==> config.mk <==
export PLATFORM = sky130hd
export DESIGN_NAME = clock_monitor
export DESIGN_NICKNAME = d
export VERILOG_FILES = /design/src/hw/clkmon_pkg.sv /design/src/hw/clock_monitor.sv
export SDC_FILE = /design/constraint.sdc
export NUM_CORES = 2
export LEC_CHECK = 0
export BUFFER_PORTS_ARGS = -buffer_cell sky130_fd_sc_hd__buf_4
export CORE_ASPECT_RATIO = 1.1
export CORE_MARGIN = 4
export CORE_UTILIZATION = 55
export CTS_BUF_LIST = sky130_fd_sc_hd__clkbuf_8
export DETAILED_ROUTE_END_ITERATION = 7
export PLACE_DENSITY = 0.73
export SETUP_SLACK_MARGIN = 0.5
export SLEW_MARGIN = 10
export SYNTH_ARGS = -nofsm -noshare
export SYNTH_HDL_FRONTEND = slang
export SYNTH_SLANG_ARGS = --single-unit
==> constraint.sdc <==
create_clock -name hclk -period 6.7 [get_ports hclk]
set_clock_uncertainty 0.05 [all_clocks]
set_input_delay 1.005 -clock hclk [delete_from_list [all_inputs] [get_ports hclk]]
set_output_delay 1.005 -clock hclk [all_outputs]
set_load 0.05 [all_outputs]
==> src/hw/clkmon_pkg.sv <==
// Purpose: shared constants for the reference clock and loop monitor
// Assumes: one 10 MHz clock domain, AHB-Lite register access
// Notes: offsets are byte addresses of 32-bit words
package clkmon_pkg;

  localparam int NUM_REF = 4;
  localparam int NUM_LOOP = 3;
  localparam int CNT_W = 24;
  localparam int ERR_W = 8;
  localparam int TW_W = 32;
  localparam int ACC_W = 56;
  localparam int NUM_SRC = 15;
  localparam int ADDR_W = 8;
  localparam int EXP_W = 5;

  // register offsets
  localparam logic [ADDR_W-1:0] ADDR_CTRL = 8'h00;
  localparam logic [ADDR_W-1:0] ADDR_NOMINAL = 8'h04;
  localparam logic [ADDR_W-1:0] ADDR_WINDOW = 8'h08;
  localparam logic [ADDR_W-1:0] ADDR_JITTER = 8'h0c;
  localparam logic [ADDR_W-1:0] ADDR_VALID_TIME = 8'h10;
  localparam logic [ADDR_W-1:0] ADDR_LOCK_THR = 8'h14;
  localparam logic [ADDR_W-1:0] ADDR_HIST_CTRL = 8'h18;
  localparam logic [ADDR_W-1:0] ADDR_FREE_RUN = 8'h1c;
  localparam logic [ADDR_W-1:0] ADDR_STATUS = 8'h20;
  localparam logic [ADDR_W-1:0] ADDR_STICKY = 8'h24;
  localparam logic [ADDR_W-1:0] ADDR_MASK = 8'h28;
  localparam logic [ADDR_W-1:0] ADDR_INTERRUPT_CLEAR_FIELD = 8'h2c;

  // control register fields
  localparam int CTRL_LATE_LSB = 0;
  localparam int CTRL_EARLY_LSB = 4;
  localparam int CTRL_PPS_LSB = 8;
  localparam int CTRL_INT_EN = 12;
  localparam int CTRL_INT_POL = 13;
  localparam int CTRL_INT_AND = 14;
  localparam int CTRL_INT_PIN = 15;
  localparam int CTRL_APLL3_SEL = 16;
  localparam int CTRL_W = 17;
  localparam int HIST_EXP_LSB = 8;
  localparam logic [EXP_W-1:0] HIST_EXP_MAX = 5'h17;

  // reset values
  localparam logic [CTRL_W-1:0] CTRL_RST = 17'h0_0000;
  localparam logic [CNT_W-1:0] NOMINAL_RST = 24'h00_2710;
  localparam logic [15:0] LATE_RST = 16'h01f4;
  localparam logic [15:0] EARLY_RST = 16'h01f4;
  localparam logic [CNT_W-1:0] JITTER_RST = 24'h00_03e8;
  localparam logic [CNT_W-1:0] VALID_TIME_RST = 24'h00_0400;
  localparam logic [31:0] LOCK_THR_RST = 32'h4020_1008;
  localparam logic [EXP_W-1:0] HIST_EXP_RST = 5'h0a;
  localparam logic [NUM_SRC-1:0] MASK_RST = 15'h7fff;

  // interrupt source layout, low to high:
  // xo loss, ref loss x3, analog unlock x2, loop lock loss x3,
  // holdover x3, switchover x3
  localparam int SRC_HOLD_LSB = 9;

  typedef enum logic [1:0] {
    MODE_FREERUN,
    MODE_LOCKED,
    MODE_HOLDOVER
  } loop_mode_t;

endpackage

==> src/hw/clock_monitor.sv <==
// Purpose: reference window/pps monitors, lock detectors, tuning word
//   history and sticky interrupt logic behind an AHB-Lite slave
// Assumes: loop-side inputs share hclk; ref_in pins are asynchronous
// Notes: zero wait state slave, always OKAY
//
// Operation
// - A pulse before nominal plus late threshold is valid, clears missing flag.
// - No pulse by the late limit sets the missing-pulse flag.
// - One window counter per input; flags ORed to pin and status bit.
// - Pulse before nominal minus early threshold sets runt flag; later clears.
// - Early check works only while the late check is enabled.
// - Pps flag clears on pulse within window, sets when window expires.
// - Lock status for three analog and three digital loops.
// - Third analog check selected: third digital loop checks phase only.
// - Digital frequency unlock flag uses lock/unlock hysteresis.
// - Third analog loop frequency check uses same hysteresis.
// - Phase unlock flag clears below lock, sets above unlock threshold.
// - Tuning word: filter when locked, history in holdover, free-run word.
// - Accumulate filter output per period while locked; store on failure.
// - On failure drop running sum and newest average.
// - Reset clears history; two periods must expire before storing.
// - History survives switchover; cleared only by reset or by toggling enable.
// - Holdover without history uses the free-run tuning word.
// - Sticky flag set on rising or falling live edge per polarity.
// - Per-flag mask; AND or OR combine to either status pin.
// - Writing one to clear field clears interrupt; field reads zero.
// - Sources: xo loss, ref loss, analog and digital unlock, events.
// - Input qualified after monitors stay clear for validation time.
// - Disabled monitor never flags and is ignored for qualification.
`timescale 1ns/1ps
`default_nettype none
module clock_monitor
  (
  input wire logic hclk,
  input wire logic hresetn,
  input wire logic hsel,
  input wire logic [31:0] haddr,
  input wire logic [1:0] htrans,
  input wire logic hwrite,
  input wire logic [2:0] hsize,
  input wire logic [31:0] hwdata,
  input wire logic hready,
  output logic hreadyout,
  output logic [31:0] hrdata,
  output logic hresp,
  input wire logic [clkmon_pkg::NUM_REF-1:0] ref_in,
  input wire logic xo_loss_in,
  input wire logic [1:0] apll_unlock_in,
  input wire logic [clkmon_pkg::ERR_W-1:0] apll3_freq_err,
  input wire logic [clkmon_pkg::NUM_LOOP-1:0] dpll_enable,
  input wire logic [clkmon_pkg::NUM_LOOP-1:0][clkmon_pkg::ERR_W-1:0]
    dpll_freq_err,
  input wire logic [clkmon_pkg::NUM_LOOP-1:0][clkmon_pkg::ERR_W-1:0]
    dpll_phase_err,
  input wire logic [clkmon_pkg::NUM_LOOP-1:0][1:0] dpll_mode,
  input wire logic [clkmon_pkg::NUM_LOOP-1:0] ref_valid,
  input wire logic [clkmon_pkg::NUM_LOOP-1:0] switchover_evt,
  input wire logic [clkmon_pkg::NUM_LOOP-1:0][clkmon_pkg::TW_W-1:0]
    loop_filter_word,
  output logic [clkmon_pkg::NUM_LOOP-1:0][clkmon_pkg::TW_W-1:0]
    tuning_word,
  output logic [clkmon_pkg::NUM_REF-1:0] ref_qualified,
  output logic [clkmon_pkg::NUM_LOOP-1:0] loss_of_lock_flag,
  output logic status_pin_a,
  output logic status_pin_b
  );
  import clkmon_pkg::*;

  typedef struct packed {
    logic [NUM_REF-1:0] sync1;
    logic [NUM_REF-1:0] sync2;
    logic [NUM_REF-1:0] sync3;
    logic [NUM_REF-1:0][CNT_W-1:0] cnt;
    logic [NUM_REF-1:0] miss;
    logic [NUM_REF-1:0] runt;
    logic [NUM_REF-1:0] pps;
    logic [NUM_REF-1:0][CNT_W-1:0] qtimer;
    logic [NUM_REF-1:0] qual;
    logic [CTRL_W-1:0] ctrl;
    logic [CNT_W-1:0] nominal;
    logic [15:0] late;
    logic [15:0] early;
    logic [CNT_W-1:0] pps_jitter_threshold;
    logic [CNT_W-1:0] valid_time;
    logic [31:0] lock_thr;
    logic [NUM_LOOP-1:0] history_enable_bit;
    logic [EXP_W-1:0] history_period_setting;
    logic [TW_W-1:0] free_run_tuning_word;
    logic [NUM_SRC-1:0] mask;
    logic [NUM_LOOP-1:0] frequency_unlock_flag;
    logic [NUM_LOOP-1:0] phase_unlock_flag;
    logic apll3_unlock;
    logic [NUM_LOOP-1:0][ACC_W-1:0] acc;
    logic [NUM_LOOP-1:0][CNT_W-1:0] htimer;
    logic [NUM_LOOP-1:0][1:0] nav;
    logic [NUM_LOOP-1:0][TW_W-1:0] last_avg;
    logic [NUM_LOOP-1:0][TW_W-1:0] prev_avg;
    logic [NUM_LOOP-1:0][TW_W-1:0] hist_word;
    logic [NUM_LOOP-1:0] hist_valid;
    logic [NUM_LOOP-1:0] ref_valid_d;
    logic [NUM_LOOP-1:0][TW_W-1:0] tw;
    logic [NUM_LOOP-1:0] lock_lost;
    logic [NUM_SRC-1:0] live_d;
    logic [NUM_SRC-1:0] sticky;
    logic irq;
    logic pin_a;
    logic pin_b;
    logic wr_pend;
    logic [ADDR_W-1:0] wr_addr;
    logic [31:0] rdata;
    logic ready;
    logic resp;
  } state_t;

  state_t s_r;
  state_t s_nxt;

  logic [NUM_REF-1:0] edge_seen;
  logic [CNT_W:0] late_lim;
  logic [CNT_W:0] pps_lim;
  logic [CNT_W-1:0] early_lim;
  logic [NUM_REF-1:0] late_en;
  logic [NUM_REF-1:0] early_en;
  logic [NUM_REF-1:0] pps_en;
  logic [EXP_W-1:0] hexp;
  logic [CNT_W-1:0] period_end;
  logic [ACC_W-1:0] avg;
  logic [NUM_SRC-1:0] live;
  logic [NUM_SRC-1:0] rise;
  logic [NUM_SRC-1:0] fall;
  logic [NUM_SRC-1:0] set_flags;
  logic [NUM_SRC-1:0] unmasked;
  logic [NUM_LOOP-1:0] in_holdover;
  logic addr_ok;
  logic interrupt_clear_field;
  logic win_any;
  logic irq_next;
  loop_mode_t mode;

  // clears below lock, sets above unlock, holds in between
  function automatic logic hysteresis(input logic flag,
                                      input logic [ERR_W-1:0] err,
                                      input logic [ERR_W-1:0] lock_thr,
                                      input logic [ERR_W-1:0] unlock_thr);
    logic res;
    res = flag;
    if (err < lock_thr)
      res = 1'b0;
    else if (err > unlock_thr)
      res = 1'b1;
    return res;
  endfunction

  function automatic logic [CNT_W:0] widen_sum(input logic [CNT_W-1:0] a,
                                               input logic [CNT_W-1:0] b);
    return {1'b0, a} + {1'b0, b};
  endfunction

  always_comb
  begin
    s_nxt = s_r;
    edge_seen = '0;
    mode = MODE_FREERUN;
    avg = '0;
    late_en = s_r.ctrl[CTRL_LATE_LSB +: NUM_REF];
    early_en = s_r.ctrl[CTRL_EARLY_LSB +: NUM_REF] & late_en;
    pps_en = s_r.ctrl[CTRL_PPS_LSB +: NUM_REF];
    late_lim = widen_sum(s_r.nominal, {8'h00, s_r.late});
    pps_lim = widen_sum(s_r.nominal, s_r.pps_jitter_threshold);
    early_lim = (s_r.nominal > {8'h00, s_r.early}) ?
                s_r.nominal - {8'h00, s_r.early} : '0;
    hexp = (s_r.history_period_setting > HIST_EXP_MAX) ?
           HIST_EXP_MAX : s_r.history_period_setting;
    period_end = (CNT_W'(1) << hexp) - CNT_W'(1);

    // only sync2 onward is looked at by logic
    s_nxt.sync1 = ref_in;
    s_nxt.sync2 = s_r.sync1;
    s_nxt.sync3 = s_r.sync2;
    edge_seen = s_r.sync2 & ~s_r.sync3;

    for (int i = 0; i < NUM_REF; i++)
    begin
      if (edge_seen[i])
      begin
        s_nxt.cnt[i] = '0;
        s_nxt.miss[i] = 1'b0;
        s_nxt.runt[i] = early_en[i] && (s_r.cnt[i] < early_lim);
        s_nxt.pps[i] = 1'b0;
      end
      else
      begin
        if (s_r.cnt[i] != '1)
          s_nxt.cnt[i] = s_r.cnt[i] + CNT_W'(1);
        if ({1'b0, s_r.cnt[i]} >= late_lim)
          s_nxt.miss[i] = 1'b1;
        if ({1'b0, s_r.cnt[i]} >= pps_lim)
          s_nxt.pps[i] = 1'b1;
      end
      // a disabled monitor is held clear and so never blocks qualifying
      if (!late_en[i])
        s_nxt.miss[i] = 1'b0;
      if (!early_en[i])
        s_nxt.runt[i] = 1'b0;
      if (!pps_en[i])
        s_nxt.pps[i] = 1'b0;
      if (s_r.miss[i] || s_r.runt[i] || s_r.pps[i])
      begin
        s_nxt.qtimer[i] = '0;
        s_nxt.qual[i] = 1'b0;
      end
      else if (s_r.qtimer[i] >= s_r.valid_time)
        s_nxt.qual[i] = 1'b1;
      else
        s_nxt.qtimer[i] = s_r.qtimer[i] + CNT_W'(1);
    end
    win_any = |(s_r.miss | s_r.runt);

    // lock detectors
    for (int i = 0; i < NUM_LOOP; i++)
    begin
      s_nxt.frequency_unlock_flag[i] =
        hysteresis(s_r.frequency_unlock_flag[i], dpll_freq_err[i],
                   s_r.lock_thr[7:0], s_r.lock_thr[15:8]);
      s_nxt.phase_unlock_flag[i] =
        hysteresis(s_r.phase_unlock_flag[i], dpll_phase_err[i],
                   s_r.lock_thr[23:16], s_r.lock_thr[31:24]);
    end
    if (s_r.ctrl[CTRL_APLL3_SEL])
    begin
      s_nxt.frequency_unlock_flag[NUM_LOOP-1] = 1'b0;
      // digital check of the third analog loop needs its digital loop
      if (dpll_enable[NUM_LOOP-1])
        s_nxt.apll3_unlock =
          hysteresis(s_r.apll3_unlock, apll3_freq_err,
                     s_r.lock_thr[7:0], s_r.lock_thr[15:8]);
    end
    else
      s_nxt.apll3_unlock = 1'b0;
    s_nxt.lock_lost = s_r.frequency_unlock_flag |
                      s_r.phase_unlock_flag;

    // tuning word history
    for (int i = 0; i < NUM_LOOP; i++)
    begin
      mode = loop_mode_t'(dpll_mode[i]);
      avg = (s_r.acc[i] + ACC_W'(loop_filter_word[i])) >> hexp;
      s_nxt.ref_valid_d[i] = ref_valid[i];
      if (!s_r.history_enable_bit[i])
      begin
        s_nxt.acc[i] = '0;
        s_nxt.htimer[i] = '0;
        s_nxt.nav[i] = 2'h0;
        s_nxt.hist_valid[i] = 1'b0;
        s_nxt.hist_word[i] = '0;
      end
      else if (s_r.ref_valid_d[i] && !ref_valid[i])
      begin
        // the newest average may hold corrupt words, take the one before
        if (s_r.nav[i] == 2'h2)
        begin
          s_nxt.hist_word[i] = s_r.prev_avg[i];
          s_nxt.hist_valid[i] = 1'b1;
        end
        s_nxt.acc[i] = '0;
        s_nxt.htimer[i] = '0;
        s_nxt.nav[i] = 2'h0;
      end
      else if (mode == MODE_LOCKED && ref_valid[i])
      begin
        if (s_r.htimer[i] == period_end)
        begin
          s_nxt.prev_avg[i] = s_r.last_avg[i];
          s_nxt.last_avg[i] = avg[TW_W-1:0];
          s_nxt.nav[i] = (s_r.nav[i] == 2'h2) ? 2'h2 : s_r.nav[i] + 2'h1;
          s_nxt.acc[i] = '0;
          s_nxt.htimer[i] = '0;
        end
        else
        begin
          s_nxt.acc[i] = s_r.acc[i] + ACC_W'(loop_filter_word[i]);
          s_nxt.htimer[i] = s_r.htimer[i] + CNT_W'(1);
        end
      end
      else
      begin
        // stored word is kept across switchover and holdover exit
        s_nxt.acc[i] = '0;
        s_nxt.htimer[i] = '0;
        s_nxt.nav[i] = 2'h0;
      end
      unique case (mode)
        MODE_LOCKED:
          s_nxt.tw[i] = loop_filter_word[i];
        MODE_HOLDOVER:
          s_nxt.tw[i] = s_r.hist_valid[i] ? s_r.hist_word[i]
                        : s_r.free_run_tuning_word;
        default:
          s_nxt.tw[i] = s_r.free_run_tuning_word;
      endcase
    end

    // interrupt
    for (int i = 0; i < NUM_LOOP; i++)
      in_holdover[i] = (loop_mode_t'(dpll_mode[i]) == MODE_HOLDOVER);
    live = {switchover_evt, in_holdover, s_r.lock_lost, apll_unlock_in,
            ~ref_valid, xo_loss_in};
    s_nxt.live_d = live;
    rise = live & ~s_r.live_d;
    fall = ~live & s_r.live_d;
    set_flags = s_r.ctrl[CTRL_INT_POL] ? rise : fall;
    if (!s_r.ctrl[CTRL_INT_EN])
      set_flags = '0;
    interrupt_clear_field = s_r.wr_pend && (s_r.wr_addr == ADDR_INTERRUPT_CLEAR_FIELD) && hwdata[0];
    // a new edge in the clearing cycle still lands
    s_nxt.sticky = (interrupt_clear_field ? '0 : s_r.sticky) | set_flags;
    unmasked = s_nxt.sticky & ~s_r.mask;
    if (s_r.ctrl[CTRL_INT_AND])
      irq_next = (|unmasked) && (&(s_nxt.sticky | s_r.mask));
    else
      irq_next = |unmasked;
    irq_next = irq_next && s_r.ctrl[CTRL_INT_EN];
    s_nxt.irq = irq_next;
    s_nxt.pin_a = s_r.ctrl[CTRL_INT_PIN] ? win_any : irq_next;
    s_nxt.pin_b = s_r.ctrl[CTRL_INT_PIN] ? irq_next : win_any;

    // register writes in the data phase
    if (s_r.wr_pend)
    begin
      unique case (s_r.wr_addr)
        ADDR_CTRL:
          s_nxt.ctrl = hwdata[CTRL_W-1:0];
        ADDR_NOMINAL:
          s_nxt.nominal = hwdata[CNT_W-1:0];
        ADDR_WINDOW:
        begin
          s_nxt.late = hwdata[15:0];
          s_nxt.early = hwdata[31:16];
        end
        ADDR_JITTER:
          s_nxt.pps_jitter_threshold = hwdata[CNT_W-1:0];
        ADDR_VALID_TIME:
          s_nxt.valid_time = hwdata[CNT_W-1:0];
        ADDR_LOCK_THR:
          s_nxt.lock_thr = hwdata;
        ADDR_HIST_CTRL:
        begin
          s_nxt.history_enable_bit = hwdata[NUM_LOOP-1:0];
          s_nxt.history_period_setting = hwdata[HIST_EXP_LSB +: EXP_W];
        end
        ADDR_FREE_RUN:
          s_nxt.free_run_tuning_word = hwdata;
        ADDR_MASK:
          s_nxt.mask = hwdata[NUM_SRC-1:0];
        default:
          s_nxt.mask = s_r.mask;
      endcase
    end

    // address phase
    addr_ok = hsel && htrans[1] && hready;
    s_nxt.wr_pend = addr_ok && hwrite;
    s_nxt.wr_addr = haddr[ADDR_W-1:0];
    s_nxt.ready = 1'b1;
    s_nxt.resp = 1'b0;
    s_nxt.rdata = '0;
    if (addr_ok && !hwrite)
    begin
      unique case (haddr[ADDR_W-1:0])
        ADDR_CTRL:
          s_nxt.rdata = 32'(s_r.ctrl);
        ADDR_NOMINAL:
          s_nxt.rdata = 32'(s_r.nominal);
        ADDR_WINDOW:
          s_nxt.rdata = {s_r.early, s_r.late};
        ADDR_JITTER:
          s_nxt.rdata = 32'(s_r.pps_jitter_threshold);
        ADDR_VALID_TIME:
          s_nxt.rdata = 32'(s_r.valid_time);
        ADDR_LOCK_THR:
          s_nxt.rdata = s_r.lock_thr;
        ADDR_HIST_CTRL:
          s_nxt.rdata = 32'({s_r.history_period_setting, 5'h00,
                             s_r.history_enable_bit});
        ADDR_FREE_RUN:
          s_nxt.rdata = s_r.free_run_tuning_word;
        ADDR_STATUS:
          s_nxt.rdata = 32'({s_r.hist_valid, s_r.irq, s_r.apll3_unlock,
                             s_r.phase_unlock_flag,
                             s_r.frequency_unlock_flag, s_r.qual,
                             s_r.pps, s_r.miss | s_r.runt});
        ADDR_STICKY:
          s_nxt.rdata = 32'(s_r.sticky);
        ADDR_MASK:
          s_nxt.rdata = 32'(s_r.mask);
        default:
          s_nxt.rdata = '0; // clear field self-clears, reads zero
      endcase
    end
  end

  always_ff @(posedge hclk or negedge hresetn)
  begin
    if (!hresetn)
    begin
      s_r <= '0;
      s_r.ctrl <= CTRL_RST;
      s_r.nominal <= NOMINAL_RST;
      s_r.late <= LATE_RST;
      s_r.early <= EARLY_RST;
      s_r.pps_jitter_threshold <= JITTER_RST;
      s_r.valid_time <= VALID_TIME_RST;
      s_r.lock_thr <= LOCK_THR_RST;
      s_r.history_period_setting <= HIST_EXP_RST;
      s_r.mask <= MASK_RST;
      s_r.ready <= 1'b1;
    end
    else
      s_r <= s_nxt;
  end

  assign hreadyout = s_r.ready;
  assign hrdata = s_r.rdata;
  assign hresp = s_r.resp;
  assign tuning_word = s_r.tw;
  assign ref_qualified = s_r.qual;
  assign loss_of_lock_flag = s_r.lock_lost;
  assign status_pin_a = s_r.pin_a;
  assign status_pin_b = s_r.pin_b;

endmodule
`default_nettype wire

# ---- Yosys cells after proc, flatten, opt, wreduce, memory -nomap -nowiden
# Cells that the tools add are included.
dict set report totals {
  output_inout_bits 139
  input_bits 248
  reg_bits 1148
  elab_cells 426
}
dict set report classes {
  eq_ne 62
  n_bitwise 17
  shifts 4
  add_sub_neg 21
  reduce_logical 65
  n_lt_le_gt_ge 32
  muxes 146
}
# op n
set ops {}
lappend ops {{$mux W24} 29}
lappend ops {{$mux W56} 12}
lappend ops {{$mux W32} 13}
lappend ops {{$pmux W32 S11} 1}
lappend ops {{$add A24 B1 Y24 const B} 11}
lappend ops {{$ge A24 B25 Y1} 8}
lappend ops {{$pmux W32 S2} 3}
lappend ops {{$add A56 B32 Y56} 3}
lappend ops {{$shr A56 B5 Y32} 3}
lappend ops {{$ge A24 B24 Y1} 4}
lappend ops {{$lt A24 B24 Y1} 4}
lappend ops {{$ne A24 B24 Y1 const B} 4}
lappend ops {{$eq A24 B24 Y1} 3}
lappend ops {{$mux W1} 69}
lappend ops {{$eq A8 B5 Y1 const B} 8}
lappend ops {{$gt A8 B8 Y1} 7}
lappend ops {{$lt A8 B8 Y1} 7}
lappend ops {{$and A15 B15 Y15} 3}
lappend ops {{$mux W15} 3}
lappend ops {{$not A15 Y15} 3}
lappend ops {{$eq A8 B6 Y1 const B} 5}
lappend ops {{$eq A8 B4 Y1 const B} 4}
lappend ops {{$mux W2} 15}
lappend ops {{$or A15 B15 Y15} 2}
lappend ops {{other kinds (33)} 123}

# ---- Longest topological paths before layout
dict set report logic_depth {
  depth_word 12
  ltp_mapped 27
  depth_no_buf 26
}

# ---- Worst setup path after synthesis
# OpenSTA, ideal clock, no wires.
dict set report synth_path {
  path_kind {reg-to-reg}
  from {reg s_r[773] (netlist name)}
  to {reg s_r[366] (netlist name)}
  path_stages_with_launch 23
  t_arrival_ps 4708
  n_path_buf 9
  required_time_ps 6525
  setup_ps 125
  synth_period_minus_slack_ps 4883
  setup_slack_ps 1817
  path_cell_list {dfrtp_1 > buf_4 > buf_4 > buf_4 > buf_6 > buf_4 > a21oi_2 > and3_1 > nand2_1 > ha_1 > clkbuf_1 > and4bb_2 > a21oi_1 > o32ai_1 > xnor2_1 > nand4b_1 > nor3_1 > and4_1 > clkbuf_1 > and2b_1 > buf_2 > buf_2 > mux2_2}
}
dict set report synth_via {
  elab_chain_len 6
}
# item line
set synth_lines {}
lappend synth_lines {{start: declaration} clock_monitor.sv:115} ;# state_t s_r;
lappend synth_lines {{start signal: assignment} clock_monitor.sv:419} ;# s_r <= s_nxt;
lappend synth_lines {{$gt A5 B5 Y1} clock_monitor.sv:172} ;# hexp = (s_r.history_period_setting > HIST_EXP_MAX) ?
lappend synth_lines {{$mux W5 *} clock_monitor.sv:172}
lappend synth_lines {{$shl A1 B5 Y24 *} clock_monitor.sv:174} ;# period_end = (CNT_W'(1) << hexp) - CNT_W'(1);
lappend synth_lines {{$sub A24 B2 Y24 *} clock_monitor.sv:174}
lappend synth_lines {{$eq A24 B24 Y1 *} clock_monitor.sv:271} ;# if (s_r.htimer[i] == period_end)
lappend synth_lines {{$reduce_and A4 Y1 (no line) *} n/a}
# Every way passes the cells marked *; elsewhere a longest branch is shown, timed or not.
# A chain may end at the register's enable or synchronous reset.

# ---- Worst setup path in the final report
dict set report layout_path {
  from {reg s_r[773] (netlist name)}
  to {reg s_r[468] (netlist name)}
}
dict set report layout_via {
  elab_chain_len 6
  elab_cells_between_ends 7
  classes_between {add/sub: 1; order compare: 1; eq/ne: 1; shift: 2; mux: 1; reduce/logical: 1}
}
# item line
set layout_lines {}
lappend layout_lines {{$gt A5 B5 Y1} clock_monitor.sv:172}
lappend layout_lines {{$mux W5 *} clock_monitor.sv:172}
lappend layout_lines {{$shl A1 B5 Y24} clock_monitor.sv:174}
lappend layout_lines {{$sub A24 B2 Y24} clock_monitor.sv:174}
lappend layout_lines {{$eq A24 B24 Y1} clock_monitor.sv:271}
lappend layout_lines {{$reduce_and A4 Y1 (no line)} n/a}
# Marks and branches as above.

==> metrics.txt <==
Final min period=about 5.7 ns; antenna violations before repair=33; most common cell after layout, fill and taps aside=dfrtp_1; Initial Util=a little under three fifths; GP Congestion=1.05; largest net degree at the start of global routing=160; Async SR Flop Fraction=100%; WL final=between 300000 and 400000 µm; first-pass GRT wire length=461000 µm; fraction of layout cells with a size suffix above 1=14.4%; hpwl dp=244000 µm; RSZ-0062 raised after global routing=false; final hold viol count=0; die area=150000 µm²; Yosys Warn Count=0; startpoint types=register; wire per inst=around 29 µm; cell taking the most area after synthesis=dfrtp_1; sequential share of the synthesized area=36.3%; # setup viols final=0; Boundary Pins=387; crit path kind=register to register; Initial DRT Pass Iterations=8; Cell variety after synth=123; PwrDens=203 nW/µm²; Worst-Margin Slew=about 1.2 ns; clock tree root driver cell=clkbuf_8; maxcap violations=0; CP arrival=6.46 ns; Yosys reg bits=between 1000 and 1500; Top FF cell, synth=dfrtp_1; fill cell count=12400; die extent in y=roughly 400 µm; Worst Path Required=~7.5 ns; clk buf depth=3; GRT overflow=0; htree depth=4; Hold Crit Class=input pin to register; Final Cycle Share=around 85%; post-DR vias/cell=6.54; via count=72300; Final TNS setup=0 ns; Die Width=roughly 370 µm; fmax=between 150 and 200 MHz; CTS Hold Bufs=1; Syn Area/Cell=8.98 µm²; # port buffers=354; Resized Gates After CTS=0; commonest non-fill, non-tap cells in the layout=dfrtp_1 (1098), nand2_1 (1000), nor2_1 (837), ha_1 (661), buf_4 (528); Synth area leaders=dfrtp_1 (35%), ha_1 (10%), nand2_1 (4.8%), mux2_2 (4.1%), nor2_1 (4.0%); power consumption=17700 µW; final antenna-violating net count=0; Post-Syn Instances=just under 9000; element type at the critical path end=register; post-synth top area share=a little over a third; vias in the first global route=68600; Post-Syn Nets=9714; VDD IR-drop max=around 0.00022 V; leakage=around 0.04 µW; Layout area overhead=10.5%; core area=142000 µm²; Reg clk slew, reported paths=0.07 ns; Slew Limit Headroom=16.6%; Syn Std Cell Area=79000 µm²; EDFF count, synth=0; setup bufs post-CTS=0; status=complete, but fails checks; number of remaining DRC errors=29; total CTS buffers=roughly 190; Cell Rows=~150; DRT iter0 DRCs=9133; pins over their slew limit=0; worst skew pair latency=~0.99 ns; failing checks=design-rule violations; crit path max fanout=34; clock sink count=1145; CTS tree=yes; gr usage total=between 40% and 50%; Final nets=9880
[kinds of logic (layout without fill, tap and decap cells)]
group | count (synthesis) | count (layout) | synth area share (%)
other | 2 | 12 | 0.00951
AOI/OAI and AO/OA | 2169 | 2169 | 18.6
DFF | 1145 | 1145 | 36.3
and+or+nand+nor | 3001 | 3001 | 17.7
adders and majority gates | 667 | 667 | 10.6
muxes | 466 | 466 | 6.53
xor gates and xnor gates | 451 | 451 | 5.05
buffers and inverters | 898 | 1222 | 5.14
[worst paths after layout]
check	start	endpoint	slack, ns	cells past startpoint
setup / recovery	s_r[773]	s_r[468]	1.02	17
hold / removal	ref_in[0]	s_nxt[1142]	0.1	1
setup reg to reg	s_r[773]	s_r[468]	1.02	17
hold reg to reg	s_nxt[1145]	s_nxt[1141]	0.30	0
max in group asynchronous	hresetn	s_r[771]	4.29	3
min in group asynchronous	hresetn	s_r[1137]	0.61	2
[critical path, cell delays in order (launching register included)]
cell	delay (ns)
dfrtp_4	0.41
buf_4	0.44
a21oi_4	0.13
and3_1	0.27
nand2_1	0.29
ha_1	0.69
inv_1	0.31
nor4_1	0.52
o21bai_1	0.29
buf_4	0.22
xor2_1	0.09
nor4_1	0.24
and4_1	0.50
and2b_2	0.41
o221a_2	0.26
o221ai_1	0.16
o211ai_1	0.14
o21ai_0	0.10
[power by group]
| part | total (µW) | internal, µW | switching (µW) | leakage (µW) |
|---|---|---|---|---|
| sequential | 7490 | 7140 | 348 | 0.0152 |
| combinational | 3340 | 1170 | 2170 | 0.0231 |
| clock | 6910 | 3710 | 3200 | 0.00238 |
| total | 17700 | 12000 | 5720 | 0.0407 |
[flip-flops by register name (all words and copies together), names as in the netlist]
| name | count |
|---|---|
| loss_of_lock_flag | 3 |
| pps_en | 4 |
| status_pin_b | 1 |
| tuning_word | 96 |
| s_nxt | 8 |
| ref_qualified | 4 |
| s_r | 992 |
| hrdata | 32 |
| status_pin_a | 1 |
| late_en | 4 |
[cells in the mapped netlist, types with 157 or more instances]
| library cell | number |
|---|---|
| clkbuf_1 | 305 |
| o21ai_0 | 454 |
| nor3_1 | 157 |
| inv_1 | 320 |
| a21o_1 | 157 |
| nand4_1 | 187 |
| a21oi_1 | 470 |
| nand3_1 | 203 |
| dfrtp_1 | 1100 |
| xnor2_1 | 202 |
| ha_1 | 661 |
| nand2_1 | 1002 |
| mux2_2 | 285 |
| mux2i_1 | 169 |
| xor2_1 | 246 |
| nor2_1 | 850 |
[layout make-up]
cell class | instances | area [µm²] | area share [%]
multi-input combinational | 6756 | 46400 | 53.1
tap | 1911 | 2390 | 2.74
antenna | 10 | 25.0 | 0.0287
clock buffer | 266 | 3660 | 4.20
inverter | 322 | 1210 | 1.39
sequential | 1145 | 28700 | 32.9
timing repair buffer | 546 | 4310 | 4.94
clock inverter | 88 | 589 | 0.675
[layer usage]
metal / GRT usage (%) / share of wire, %
met1: 53.5 / 39
met2: 61.5 / 42
met3: 9.39 / 10
met4: 30.2 / 8.9
met5: 0 / 0.012
[stage by stage]
step | cell area [µm²] | setup WS [ns] | hold slack (ns) | util [%] | cells
finish | 87300 | 1.02 | 0.0962 | 61.3 | 11000
global route | 87200 | 0.578 | 0.0483 | 61.3 | 11000
CTS | 87200 | 1.18 | 0.0177 | 61.3 | 11000
detailed placement | 83000 | 1.18 | 0.287 | 58.3 | 10700
global placement | 83000 | 1.28 | 0.283 | 58.3 | 10700
floorplan | 79000 | 1.82 | 0.281 | - | 8799
No activity file was read; power rests on OpenSTA's default activity.
